File: src/iodr_pkg.sv
// Purpose: Constants and types for the I/O diagnostic record builder
// Assumes: AHB-Lite single word transfers, 32-bit data
// Notes:   Each record is 16 bytes, read as four words
package iodr_pkg;

  // Unit class codes and record constants
  localparam logic [3:0] CLASS_DIGITAL   = 4'hf;
  localparam logic [3:0] CLASS_FUNCTION  = 4'h8;
  localparam logic [6:0] CHTYPE_ALARM    = 7'h70;
  localparam logic [6:0] CHTYPE_COUNTER  = 7'h76;
  localparam logic [7:0] DIAG_BITS_PER   = 8'h08;
  localparam logic [7:0] CHAN_CNT_ALARM  = 8'h08;
  localparam logic [7:0] CHAN_CNT_COUNT  = 8'h04;

  // Register byte addresses
  localparam logic [7:0] ADDR_ALM_W0     = 8'h00;
  localparam logic [7:0] ADDR_ALM_W1     = 8'h04;
  localparam logic [7:0] ADDR_ALM_W2     = 8'h08;
  localparam logic [7:0] ADDR_ALM_W3     = 8'h0c;
  localparam logic [7:0] ADDR_CNT_W0     = 8'h10;
  localparam logic [7:0] ADDR_CNT_W1     = 8'h14;
  localparam logic [7:0] ADDR_CNT_W2     = 8'h18;
  localparam logic [7:0] ADDR_CNT_W3     = 8'h1c;
  localparam logic [7:0] ADDR_CTRL       = 8'h20;
  localparam logic [7:0] ADDR_IRQ_STAT   = 8'h24;
  localparam logic [7:0] ADDR_IRQ_CLR    = 8'h28;
  localparam logic [7:0] ADDR_IRQ_EN     = 8'h2c;

  // Control bit positions
  localparam int CTRL_ALM_MORE  = 0;
  localparam int CTRL_CNT_MORE  = 1;
  localparam int IRQ_ALM_SNAP   = 0;
  localparam int IRQ_CNT_SNAP   = 1;

  localparam logic [1:0]  CTRL_RESET = 2'h0;
  localparam logic [1:0]  IRQ_RESET  = 2'h0;
  localparam logic [31:0] WORD_ZERO  = 32'h0000_0000;

  // Diagnostic sources of one unit, one capture snapshot
  typedef struct packed {
    logic [4:0] basic0;     // Byte 0 bits 4..0
    logic       chan_info;  // Byte 1 bit 4
    logic       int_pwr;    // Byte 2 bit 4
    logic       pi_lost;    // Byte 3 bit 6
    logic [3:0] grp_err;    // Byte 7 bits 3..0
    logic [7:0] lost_a;     // Alarm input lost flags
    logic [3:0] lost_ovf;   // Counter over/underflow/end
    logic [3:0] lost_cmp;   // Counter compare match
    logic [2:0] lost_gl;    // Counter 3 gate open, closed, latch
  } iodr_src_s;

  typedef enum logic [2:0] {
    ST_IDLE  = 3'b001,
    ST_ADDR  = 3'b010,
    ST_DATA  = 3'b100
  } iodr_bus_e;

  typedef struct packed {
    iodr_src_s   alm;
    iodr_src_s   cnt;
    logic [1:0]  ctrl;
    logic [1:0]  irq_stat;
    logic [1:0]  irq_en;
    iodr_bus_e   bus;
    logic        wr;
    logic [7:0]  addr;
    logic [31:0] hrdata;
    logic        rdy;
    logic        irq;
  } iodr_state_s;

endpackage : iodr_pkg

File: src/iodr_record.sv
// Purpose: Builds extended 16-byte diagnostic records for the alarm
//          inputs and the counters, readable over AHB-Lite
// Assumes: Event strobes and source flags synchronous to clock
// Notes:   One wait state on every access; response always OKAY
`timescale 1ns/10ps

// Contract
// - Record is 16 bytes: basic 4, unit specific 8, reserved 4
// - Alarm unit byte 4: type 70h low seven bits, bit 7 more types
// - Counter unit byte 4: type 76h low seven bits, bit 7 more types
// - Byte 5 reports eight diagnostic bits per channel in both records
// - Byte 6 channel count: 08h alarm inputs, 04h counters
// - Alarm byte 7 bits 3..0 flag errors per group of two inputs
// - Alarm bytes 8..11 put lost flags on even bits, odd bits zero
// - Counters 0..2 bytes 8..10: bit 2 overflow lost, bit 3 compare lost
// - Counter 3 byte 11: gate open, closed, overflow, compare, latch lost
// - Counter byte 7 bit n flags an error of counter n
// - Byte 1 holds class code 1111b or 1000b, bit 4 channel info
// - Byte 3 bit 6 set while process interrupt lost is reported
module iodr_record
  import iodr_pkg::*;
(
  input  wire logic        clock,
  input  wire logic        sys_rst,
  input  wire logic        alm_event,
  input  wire iodr_src_s   alm_src,
  input  wire logic        cnt_event,
  input  wire iodr_src_s   cnt_src,
  input  wire logic        hsel,
  input  wire logic [31:0] haddr,
  input  wire logic [1:0]  htrans,
  input  wire logic        hwrite,
  input  wire logic [2:0]  hsize,
  input  wire logic        hready,
  input  wire logic [31:0] hwdata,
  output logic [31:0]      hrdata,
  output logic             hreadyout,
  output logic             hresp,
  output logic             irq
);

  iodr_state_s r;
  iodr_state_s next_r;

  // First word, bytes 0..3, common to both units
  function automatic logic [31:0] basic_word(iodr_src_s s,
                                             logic [3:0] cls);
    logic [7:0] b0;
    logic [7:0] b1;
    logic [7:0] b2;
    logic [7:0] b3;
    b0 = {3'h0, s.basic0};
    b1 = {3'h0, s.chan_info, cls};
    b2 = {3'h0, s.int_pwr, 4'h0};
    b3 = {1'h0, s.pi_lost, 6'h00};
    return {b3, b2, b1, b0};
  endfunction : basic_word

  // Alarm lost flag i on bit 2*(i mod 4) of its byte, odd bits zero
  function automatic logic [7:0] alm_lost_byte(logic [3:0] f);
    logic [7:0] b;
    b = 8'h00;
    for (int i = 0; i < 4; i++) begin
      b[2*i] = f[i];
    end
    return b;
  endfunction : alm_lost_byte

  // Bytes 4..7: type code and more flag, bits per channel, count, errors
  function automatic logic [31:0] type_word(iodr_src_s s, logic more,
                                            logic [6:0] ty,
                                            logic [7:0] cnt);
    logic [7:0] b4;
    logic [7:0] b5;
    logic [7:0] b6;
    logic [7:0] b7;
    b4 = {more, ty};
    b5 = DIAG_BITS_PER;
    b6 = cnt;
    b7 = {4'h0, s.grp_err};
    return {b7, b6, b5, b4};
  endfunction : type_word

  // Record word select; words beyond 3 are not decoded here
  function automatic logic [31:0] alm_word(iodr_src_s s, logic more,
                                           logic [1:0] w);
    logic [31:0] v;
    v = WORD_ZERO;
    case (w)
      2'd0: v = basic_word(s, CLASS_DIGITAL);
      2'd1: v = type_word(s, more, CHTYPE_ALARM, CHAN_CNT_ALARM);
      2'd2: v = alm_lost_word(s);
      2'd3: v = WORD_ZERO;
      default: v = WORD_ZERO;
    endcase
    return v;
  endfunction : alm_word

  function automatic logic [31:0] cnt_word(iodr_src_s s, logic more,
                                           logic [1:0] w);
    logic [31:0] v;
    v = WORD_ZERO;
    case (w)
      2'd0: v = basic_word(s, CLASS_FUNCTION);
      2'd1: v = type_word(s, more, CHTYPE_COUNTER, CHAN_CNT_COUNT);
      2'd2: v = cnt_lost_word(s);
      2'd3: v = WORD_ZERO;
      default: v = WORD_ZERO;
    endcase
    return v;
  endfunction : cnt_word

  // Counter bytes 8..11 form word 2 of the counter record
  function automatic logic [31:0] cnt_lost_word(iodr_src_s s);
    logic [7:0] b8;
    logic [7:0] b9;
    logic [7:0] b10;
    logic [7:0] b11;
    b8  = {4'h0, s.lost_cmp[0], s.lost_ovf[0], 2'h0};
    b9  = {4'h0, s.lost_cmp[1], s.lost_ovf[1], 2'h0};
    b10 = {4'h0, s.lost_cmp[2], s.lost_ovf[2], 2'h0};
    b11 = {3'h0, s.lost_gl[2], s.lost_cmp[3],
           s.lost_ovf[3], s.lost_gl[1], s.lost_gl[0]};
    return {b11, b10, b9, b8};
  endfunction : cnt_lost_word

  // Alarm bytes 8..11; only inputs 0..7 exist, bytes 10 and 11 stay zero
  function automatic logic [31:0] alm_lost_word(iodr_src_s s);
    logic [7:0] b8;
    logic [7:0] b9;
    logic [7:0] b10;
    logic [7:0] b11;
    b8  = alm_lost_byte(s.lost_a[3:0]);
    b9  = alm_lost_byte(s.lost_a[7:4]);
    b10 = 8'h00;
    b11 = 8'h00;
    return {b11, b10, b9, b8};
  endfunction : alm_lost_word

  function automatic logic [31:0] read_mux(iodr_state_s q,
                                           logic [7:0] a);
    logic [31:0] v;
    v = WORD_ZERO;
    case (a)
      ADDR_ALM_W0: v = alm_word(q.alm, q.ctrl[CTRL_ALM_MORE], 2'd0);
      ADDR_ALM_W1: v = alm_word(q.alm, q.ctrl[CTRL_ALM_MORE], 2'd1);
      ADDR_ALM_W2: v = alm_lost_word(q.alm);
      ADDR_ALM_W3: v = alm_word(q.alm, q.ctrl[CTRL_ALM_MORE], 2'd3);
      ADDR_CNT_W0: v = cnt_word(q.cnt, q.ctrl[CTRL_CNT_MORE], 2'd0);
      ADDR_CNT_W1: v = cnt_word(q.cnt, q.ctrl[CTRL_CNT_MORE], 2'd1);
      ADDR_CNT_W2: v = cnt_lost_word(q.cnt);
      ADDR_CNT_W3: v = cnt_word(q.cnt, q.ctrl[CTRL_CNT_MORE], 2'd3);
      ADDR_CTRL:     v = {30'h0, q.ctrl};
      ADDR_IRQ_STAT: v = {30'h0, q.irq_stat};
      ADDR_IRQ_EN:   v = {30'h0, q.irq_en};
      default:       v = WORD_ZERO;
    endcase
    return v;
  endfunction : read_mux

  // Address phase taken: keep direction and offset for the data phase
  function automatic iodr_state_s open_xfer(iodr_state_s q, logic w,
                                            logic [31:0] a);
    iodr_state_s v;
    v = q;
    v.bus  = ST_ADDR;
    v.wr   = w;
    v.addr = a[7:0];
    return v;
  endfunction : open_xfer

  // Register write; record words and unmapped offsets ignore the data
  function automatic iodr_state_s reg_write(iodr_state_s q,
                                            logic [7:0] a,
                                            logic [31:0] d);
    iodr_state_s v;
    v = q;
    case (a)
      ADDR_CTRL:   v.ctrl   = d[1:0];
      ADDR_IRQ_EN: v.irq_en = d[1:0];
      default:     v = q;
    endcase
    return v;
  endfunction : reg_write

  // Sticky status: an event sets its bit, a written one clears it;
  // the set wins when both fall in one cycle
  function automatic logic [1:0] irq_update(logic [1:0] stat,
                                            logic [1:0] set,
                                            logic [1:0] clr);
    logic [1:0] v;
    v = stat;
    for (int n = 0; n < 2; n++) begin
      if (set[n]) begin
        v[n] = 1'b1;
      end else if (clr[n]) begin
        v[n] = 1'b0;
      end
    end
    return v;
  endfunction : irq_update

  always_comb begin
    logic       take;
    logic [1:0] clr;
    logic [1:0] set;
    next_r = r;
    take = hsel && hready && htrans[1];
    clr = 2'h0;
    set = {cnt_event, alm_event};
    // Whole unit snapshot replaced at once, never bit by bit
    if (alm_event) begin
      next_r.alm = alm_src;
    end
    if (cnt_event) begin
      next_r.cnt = cnt_src;
    end
    case (r.bus)
      ST_IDLE: begin
        if (take) begin
          next_r = open_xfer(next_r, hwrite, haddr);
        end
      end
      ST_ADDR: begin
        next_r.bus = ST_DATA;
        if (r.wr) begin
          next_r = reg_write(next_r, r.addr, hwdata);
          if (r.addr == ADDR_IRQ_CLR) begin
            clr = hwdata[1:0];
          end
        end else begin
          next_r.hrdata = read_mux(r, r.addr);
        end
      end
      ST_DATA: begin
        next_r.bus = ST_IDLE;
        if (take) begin
          next_r = open_xfer(next_r, hwrite, haddr);
        end
      end
      default: next_r.bus = ST_IDLE;
    endcase
    next_r.irq_stat = irq_update(r.irq_stat, set, clr);
    next_r.irq = |(next_r.irq_stat & next_r.irq_en);
    // Ready low only in the wait cycle of a data phase
    next_r.rdy = (next_r.bus != ST_ADDR);
  end

  always_ff @(posedge clock) begin
    if (sys_rst) begin
      r          <= '0;
      r.bus      <= ST_IDLE;
      r.rdy      <= 1'b1;
      r.ctrl     <= CTRL_RESET;
      r.irq_stat <= IRQ_RESET;
      r.irq_en   <= IRQ_RESET;
    end else begin
      r <= next_r;
    end
  end

  assign hrdata    = r.hrdata;
  assign hreadyout = r.rdy;
  assign hresp     = 1'b0;
  assign irq       = r.irq;

endmodule : iodr_record

File: config.mk
export PLATFORM = sky130hd
export DESIGN_NAME = iodr_record
export DESIGN_NICKNAME = d
export VERILOG_FILES = /design/src/iodr_pkg.sv /design/src/iodr_record.sv
export SDC_FILE = /design/constraint.sdc
export NUM_CORES = 1
export LEC_CHECK = 0
export BUFFER_PORTS_ARGS = -buffer_cell sky130_fd_sc_hd__clkbuf_2
export CAP_MARGIN = 20
export CORE_ASPECT_RATIO = 1.75
export CORE_UTILIZATION = 43
export DETAILED_ROUTE_END_ITERATION = 7
export GPL_ROUTABILITY_DRIVEN = 0
export PLACE_DENSITY = 0.77
export SLEW_MARGIN = 5
export SYNTH_ARGS = -nofsm -noshare
export SYNTH_HDL_FRONTEND = slang
export SYNTH_SLANG_ARGS = --single-unit
File: constraint.sdc
create_clock -name clock -period 1.7 [get_ports clock]
set_input_delay 0.17 -clock clock [delete_from_list [all_inputs] [get_ports clock]]
set_output_delay 0.17 -clock clock [all_outputs]
set_load 0.02 [all_outputs]
==> metrics.md <==
| Metric | Value |
|---|---|
| Number of buffers inserted by port buffering | `85` |
| DRC | `0` |
| Most frequent cells in the layout | `sky130_fd_sc_hd__clkbuf_2, sky130_fd_sc_hd__dfxtp_1, sky130_fd_sc_hd__nor2_1` |
| Final setup viols | `0` |
| Average via count per standard cell | `5.28` |
| Worst path bufs/invs | `1` |
| CTS buffer count | `9` |
| Fill cells | `roughly 790` |
| Cell area power density | `about 960 nW/µm²` |
| Number of buffers inserted for hold repair after clock tree synthesis | `0` |
| Mapped cell area | `~3900 µm²` |
| Final Power | `4.69 mW` |
| Antenna cell count | `0` |
| Highest attainable clock frequency | `0.589 GHz` |
| Post-Route Skew | `0.00771 ns` |
| Clock-pin slew reported for the worst setup and hold paths after clock tree synthesis | `~0.060 ns` |
| Worst r2r src | `r[40]` |
| Result of the run | `complete, no violations` |
| Multiplexer share of the synthesized area | `0.147` |
| Global-route wire length before repair | `15500 µm` |
| Final Instance Count excl. Fillers | `between 600 and 700` |
| Max VDD drop | `approximately 690 µV` |
| Area share of and/or/nand/nor cells after synthesis | `0.165` |
| Data arrival time of the worst path | `1.97 ns` |
| Unrepaired setup endpoints after global routing | `yes` |
| Classification of the worst-slack hold path | `in2reg` |
| Most common cell after layout, fill and taps aside | `sky130_fd_sc_hd__clkbuf_2` |
| WS Path Type | `reg2reg` |
| Standard cell core area | `between 8000 and 9000 µm²` |
| Area of combinational cells with multiple inputs | `1900 µm²` |
| Most instantiated flip-flop cell in the synthesis netlist | `sky130_fd_sc_hd__dfxtp_1` |
| Number of flops mapped to enable cells by yosys | `0` |
| Crit path largest cell delay | `roughly 0.42 ns` |
| Layout cell share with drive strength beyond 1 | `0.360` |
| Setup slack of the most critical reg-to-reg path | `between 0.002 and 0.003 ns` |
| Synthesized-area fraction occupied by xor and xnor cells | `0.00226` |
| Syn Area/Cell | `9.26 µm²` |
| Die X | `approximately 74 µm` |
| Total number of cells along the worst setup path | `5` |
| Effective utilization at floorplan | `0.444` |
| Number of distinct library cells after synthesis | `56` |
| Number of primary I/O pins | `between 150 and 200` |
| DR pass1 iterations | `5` |
| Leakage power | `between 2 and 2.5 nW` |
| Largest fanout of any net on the critical path | `8` |
| CP Capture Type | `flip-flop` |
| Number of pins with negative max-slew slack in the final report | `0` |
| Root Driver | `sky130_fd_sc_hd__clkbuf_16` |
| Final hold slack | `around 0.047 ns` |
| Area delta synth->final | `25.9%` |
| TritonCTS clock tree | `yes` |
| Most repeated library cell on the critical path | `sky130_fd_sc_hd__or3_4` |
| Yosys reg bits | `86` |
| Fraction of the mapped netlist area in compound gates | `0.145` |
| Type of origin of the critical path | `flip-flop` |
| Required time of the critical path | `between 1.5 and 2 ns` |
| Final setup TNS | `0 ns` |
| Final-stage net count | `roughly 640` |
| Chip height | `roughly 130 µm` |
| Share of the clock period used by the worst path | `0.998` |
| Number of violations of the max-capacitance limit | `0` |
| Number of cells on the worst reg-to-reg path | `5` |
| Overall die area | `between 9000 and 10000 µm²` |
| Endpoint of the most critical setup path | `hrdata[10]` |
| Cell count after placement | `608` |
| Num Clock Sinks | `86` |
| Total gr overflow | `0` |
| Post-Synthesis Cells | `around 420` |
| Register area | `around 1700 µm²` |
| Hold Crit Depth | `3` |
| First-iteration detailed-routing DRC count | `around 150` |
| Placement Setup Slack | `-0.0270 ns` |
| End of the worst register-to-register path | `hrdata[10]` |
| Total wirelength of the detailed-routed design | `between 9000 and 10000 µm` |
| Post-synthesis share of cell area spent on full adders, half adders and majority gates | `0` |
| Combinational family with the most area after synthesis | `simple AND/OR/NAND/NOR gates` |
| Slowest stage cell on the critical path | `sky130_fd_sc_hd__or3_4` |
| Worst path top cell family by delay | `simple AND/OR/NAND/NOR gates` |
| Pin count of the biggest net entering global routing | `69` |
| Number of antenna violations at the first check in global routing | `0` |
| Clock latency of the later-clocked register in the worst-skew pair | `roughly 0.34 ns` |
| Share of synthesized area occupied by flip-flops and latches | `0.444` |
| GRT Util Overall | `0.224` |
| CP startpoint | `r[40]` |
| Asr flop ratio synth | `0` |
| Via count of the routed design | `about 3300` |
| Post-DP HPWL | `around 7300 µm` |
| Ordered list of cells on the worst path | `or2_1, or3_4, or3_4, buf_12, o21ai_2` |
| Final count of hold timing violations | `0` |
| Count of nets left with antenna violations after detail routing | `0` |
| Number of buffers on the longest clock path | `2` |
| Count of yosys warnings during synthesis | `0` |
| Std cell rows | `45` |
| Rel. slew slack | `0.657` |
| Via count of the first global-routing pass | `between 3000 and 4000` |
| Min Tclk post-route | `about 1.7 ns` |
| Transition time of the tightest slew-check pin | `around 0.51 ns` |
| Least setup slack across all paths after layout | `~0.0028 ns` |
| H-Tree Level Count | `3` |
| Drt wl/cell | `15.9 µm` |
kinds of logic (layout without fill, tap and decap cells):
family,after synthesis,after routing
XOR/XNOR,1,1
other,1,10
AND/OR/NAND/NOR,131,131
buffers and inverters,65,146
AO/OA/AOI/OAI,79,79
multiplexers,56,56
flip-flops,86,86
Yosys cell counts (2+ instances only):
cell / n / area share
sky130_fd_sc_hd__dfxtp_1: 86 / 0.44
sky130_fd_sc_hd__nor2_1: 54 / 0.052
sky130_fd_sc_hd__mux2i_1: 49 / 0.13
sky130_fd_sc_hd__nand2_1: 36 / 0.035
sky130_fd_sc_hd__buf_4: 33 / 0.064
sky130_fd_sc_hd__o21ai_0: 19 / 0.025
sky130_fd_sc_hd__clkbuf_1: 16 / 0.015
sky130_fd_sc_hd__a21oi_1: 14 / 0.018
sky130_fd_sc_hd__o21ai_2: 10 / 0.023
sky130_fd_sc_hd__buf_1: 9 / 0.0087
sky130_fd_sc_hd__mux2_2: 7 / 0.020
sky130_fd_sc_hd__a22oi_1: 6 / 0.012
sky130_fd_sc_hd__nand3_1: 6 / 0.0077
sky130_fd_sc_hd__nor2b_1: 6 / 0.0097
sky130_fd_sc_hd__a31oi_1: 5 / 0.0081
sky130_fd_sc_hd__inv_1: 5 / 0.0048
sky130_fd_sc_hd__nand2b_1: 5 / 0.0081
sky130_fd_sc_hd__a2bb2oi_1: 4 / 0.0090
sky130_fd_sc_hd__a211oi_1: 2 / 0.0039
sky130_fd_sc_hd__a221oi_1: 2 / 0.0045
sky130_fd_sc_hd__a22o_1: 2 / 0.0045
sky130_fd_sc_hd__and2_1: 2 / 0.0032
sky130_fd_sc_hd__and3_1: 2 / 0.0032
sky130_fd_sc_hd__nand4_1: 2 / 0.0032
sky130_fd_sc_hd__nor3_1: 2 / 0.0026
sky130_fd_sc_hd__nor4_1: 2 / 0.0032
sky130_fd_sc_hd__nor4b_2: 2 / 0.0077
sky130_fd_sc_hd__o21a_1: 2 / 0.0039
sky130_fd_sc_hd__or3_4: 2 / 0.0058
sequential cells by signal (all words and copies together), names as in the netlist:
name and cells:
r 61, hrdata 23, hreadyout 1, irq 1
metal layers:
| metal | routed length (µm) | vias up | global-route usage |
|---|---|---|---|
| met3 | 455 | 39 | 0.0426 |
| met2 | 5250 | 134 | 0.393 |
| met4 | 621 | 0 | 0.172 |
| met1 | 3620 | 1550 | 0.223 |
| li1 | - | 1584 | - |
| met5 | 0 | - | 0 |
worst register-to-register path: cells and delay by family, from the launching register on:
family                 cells  cell delay, ns
and+or+nand+nor            3            1.03
DFF                        1            0.30
buffers and inverters      1            0.16
AOI/OAI and AO/OA          1            0.14
worst min-delay path by stage:
stage / startpoint / to
global route: haddr[5] / r[39]
floorplan: haddr[0] / r[34]
CTS: haddr[5] / r[39]
detailed placement: haddr[5] / r[39]
global placement: haddr[4] / r[38]
finish: haddr[1] / r[35]
power breakdown:
group          internal (mW)  switching [mW]
clock network           1.32           0.763
registers               2.09          0.0449
logic                  0.217           0.252
total                   3.63            1.06
stage by stage:
stage,utilization,area (µm²)
floorplan,-,3910
global placement,0.511,4460
detailed placement,0.511,4460
CTS,0.557,4860
global route,0.559,4880
finish,0.559,4880
repair_timing:
action	4_1_cts	5_1_grt
gates resized for setup	23	6
buffers inserted	2	0
setup endpoints to repair	15	19
pin swaps	5	2
final cells by class:
cell class                 count  share of cell area
clock buffer                  12              0.0505
timing repair buffer         124               0.158
multi-input combinational    277               0.389
inverter                       6             0.00461
sequential                    86               0.354
tap                          117              0.0300
clock inverter                 4              0.0144
Note: power is estimated with default switching activity, not from simulation.
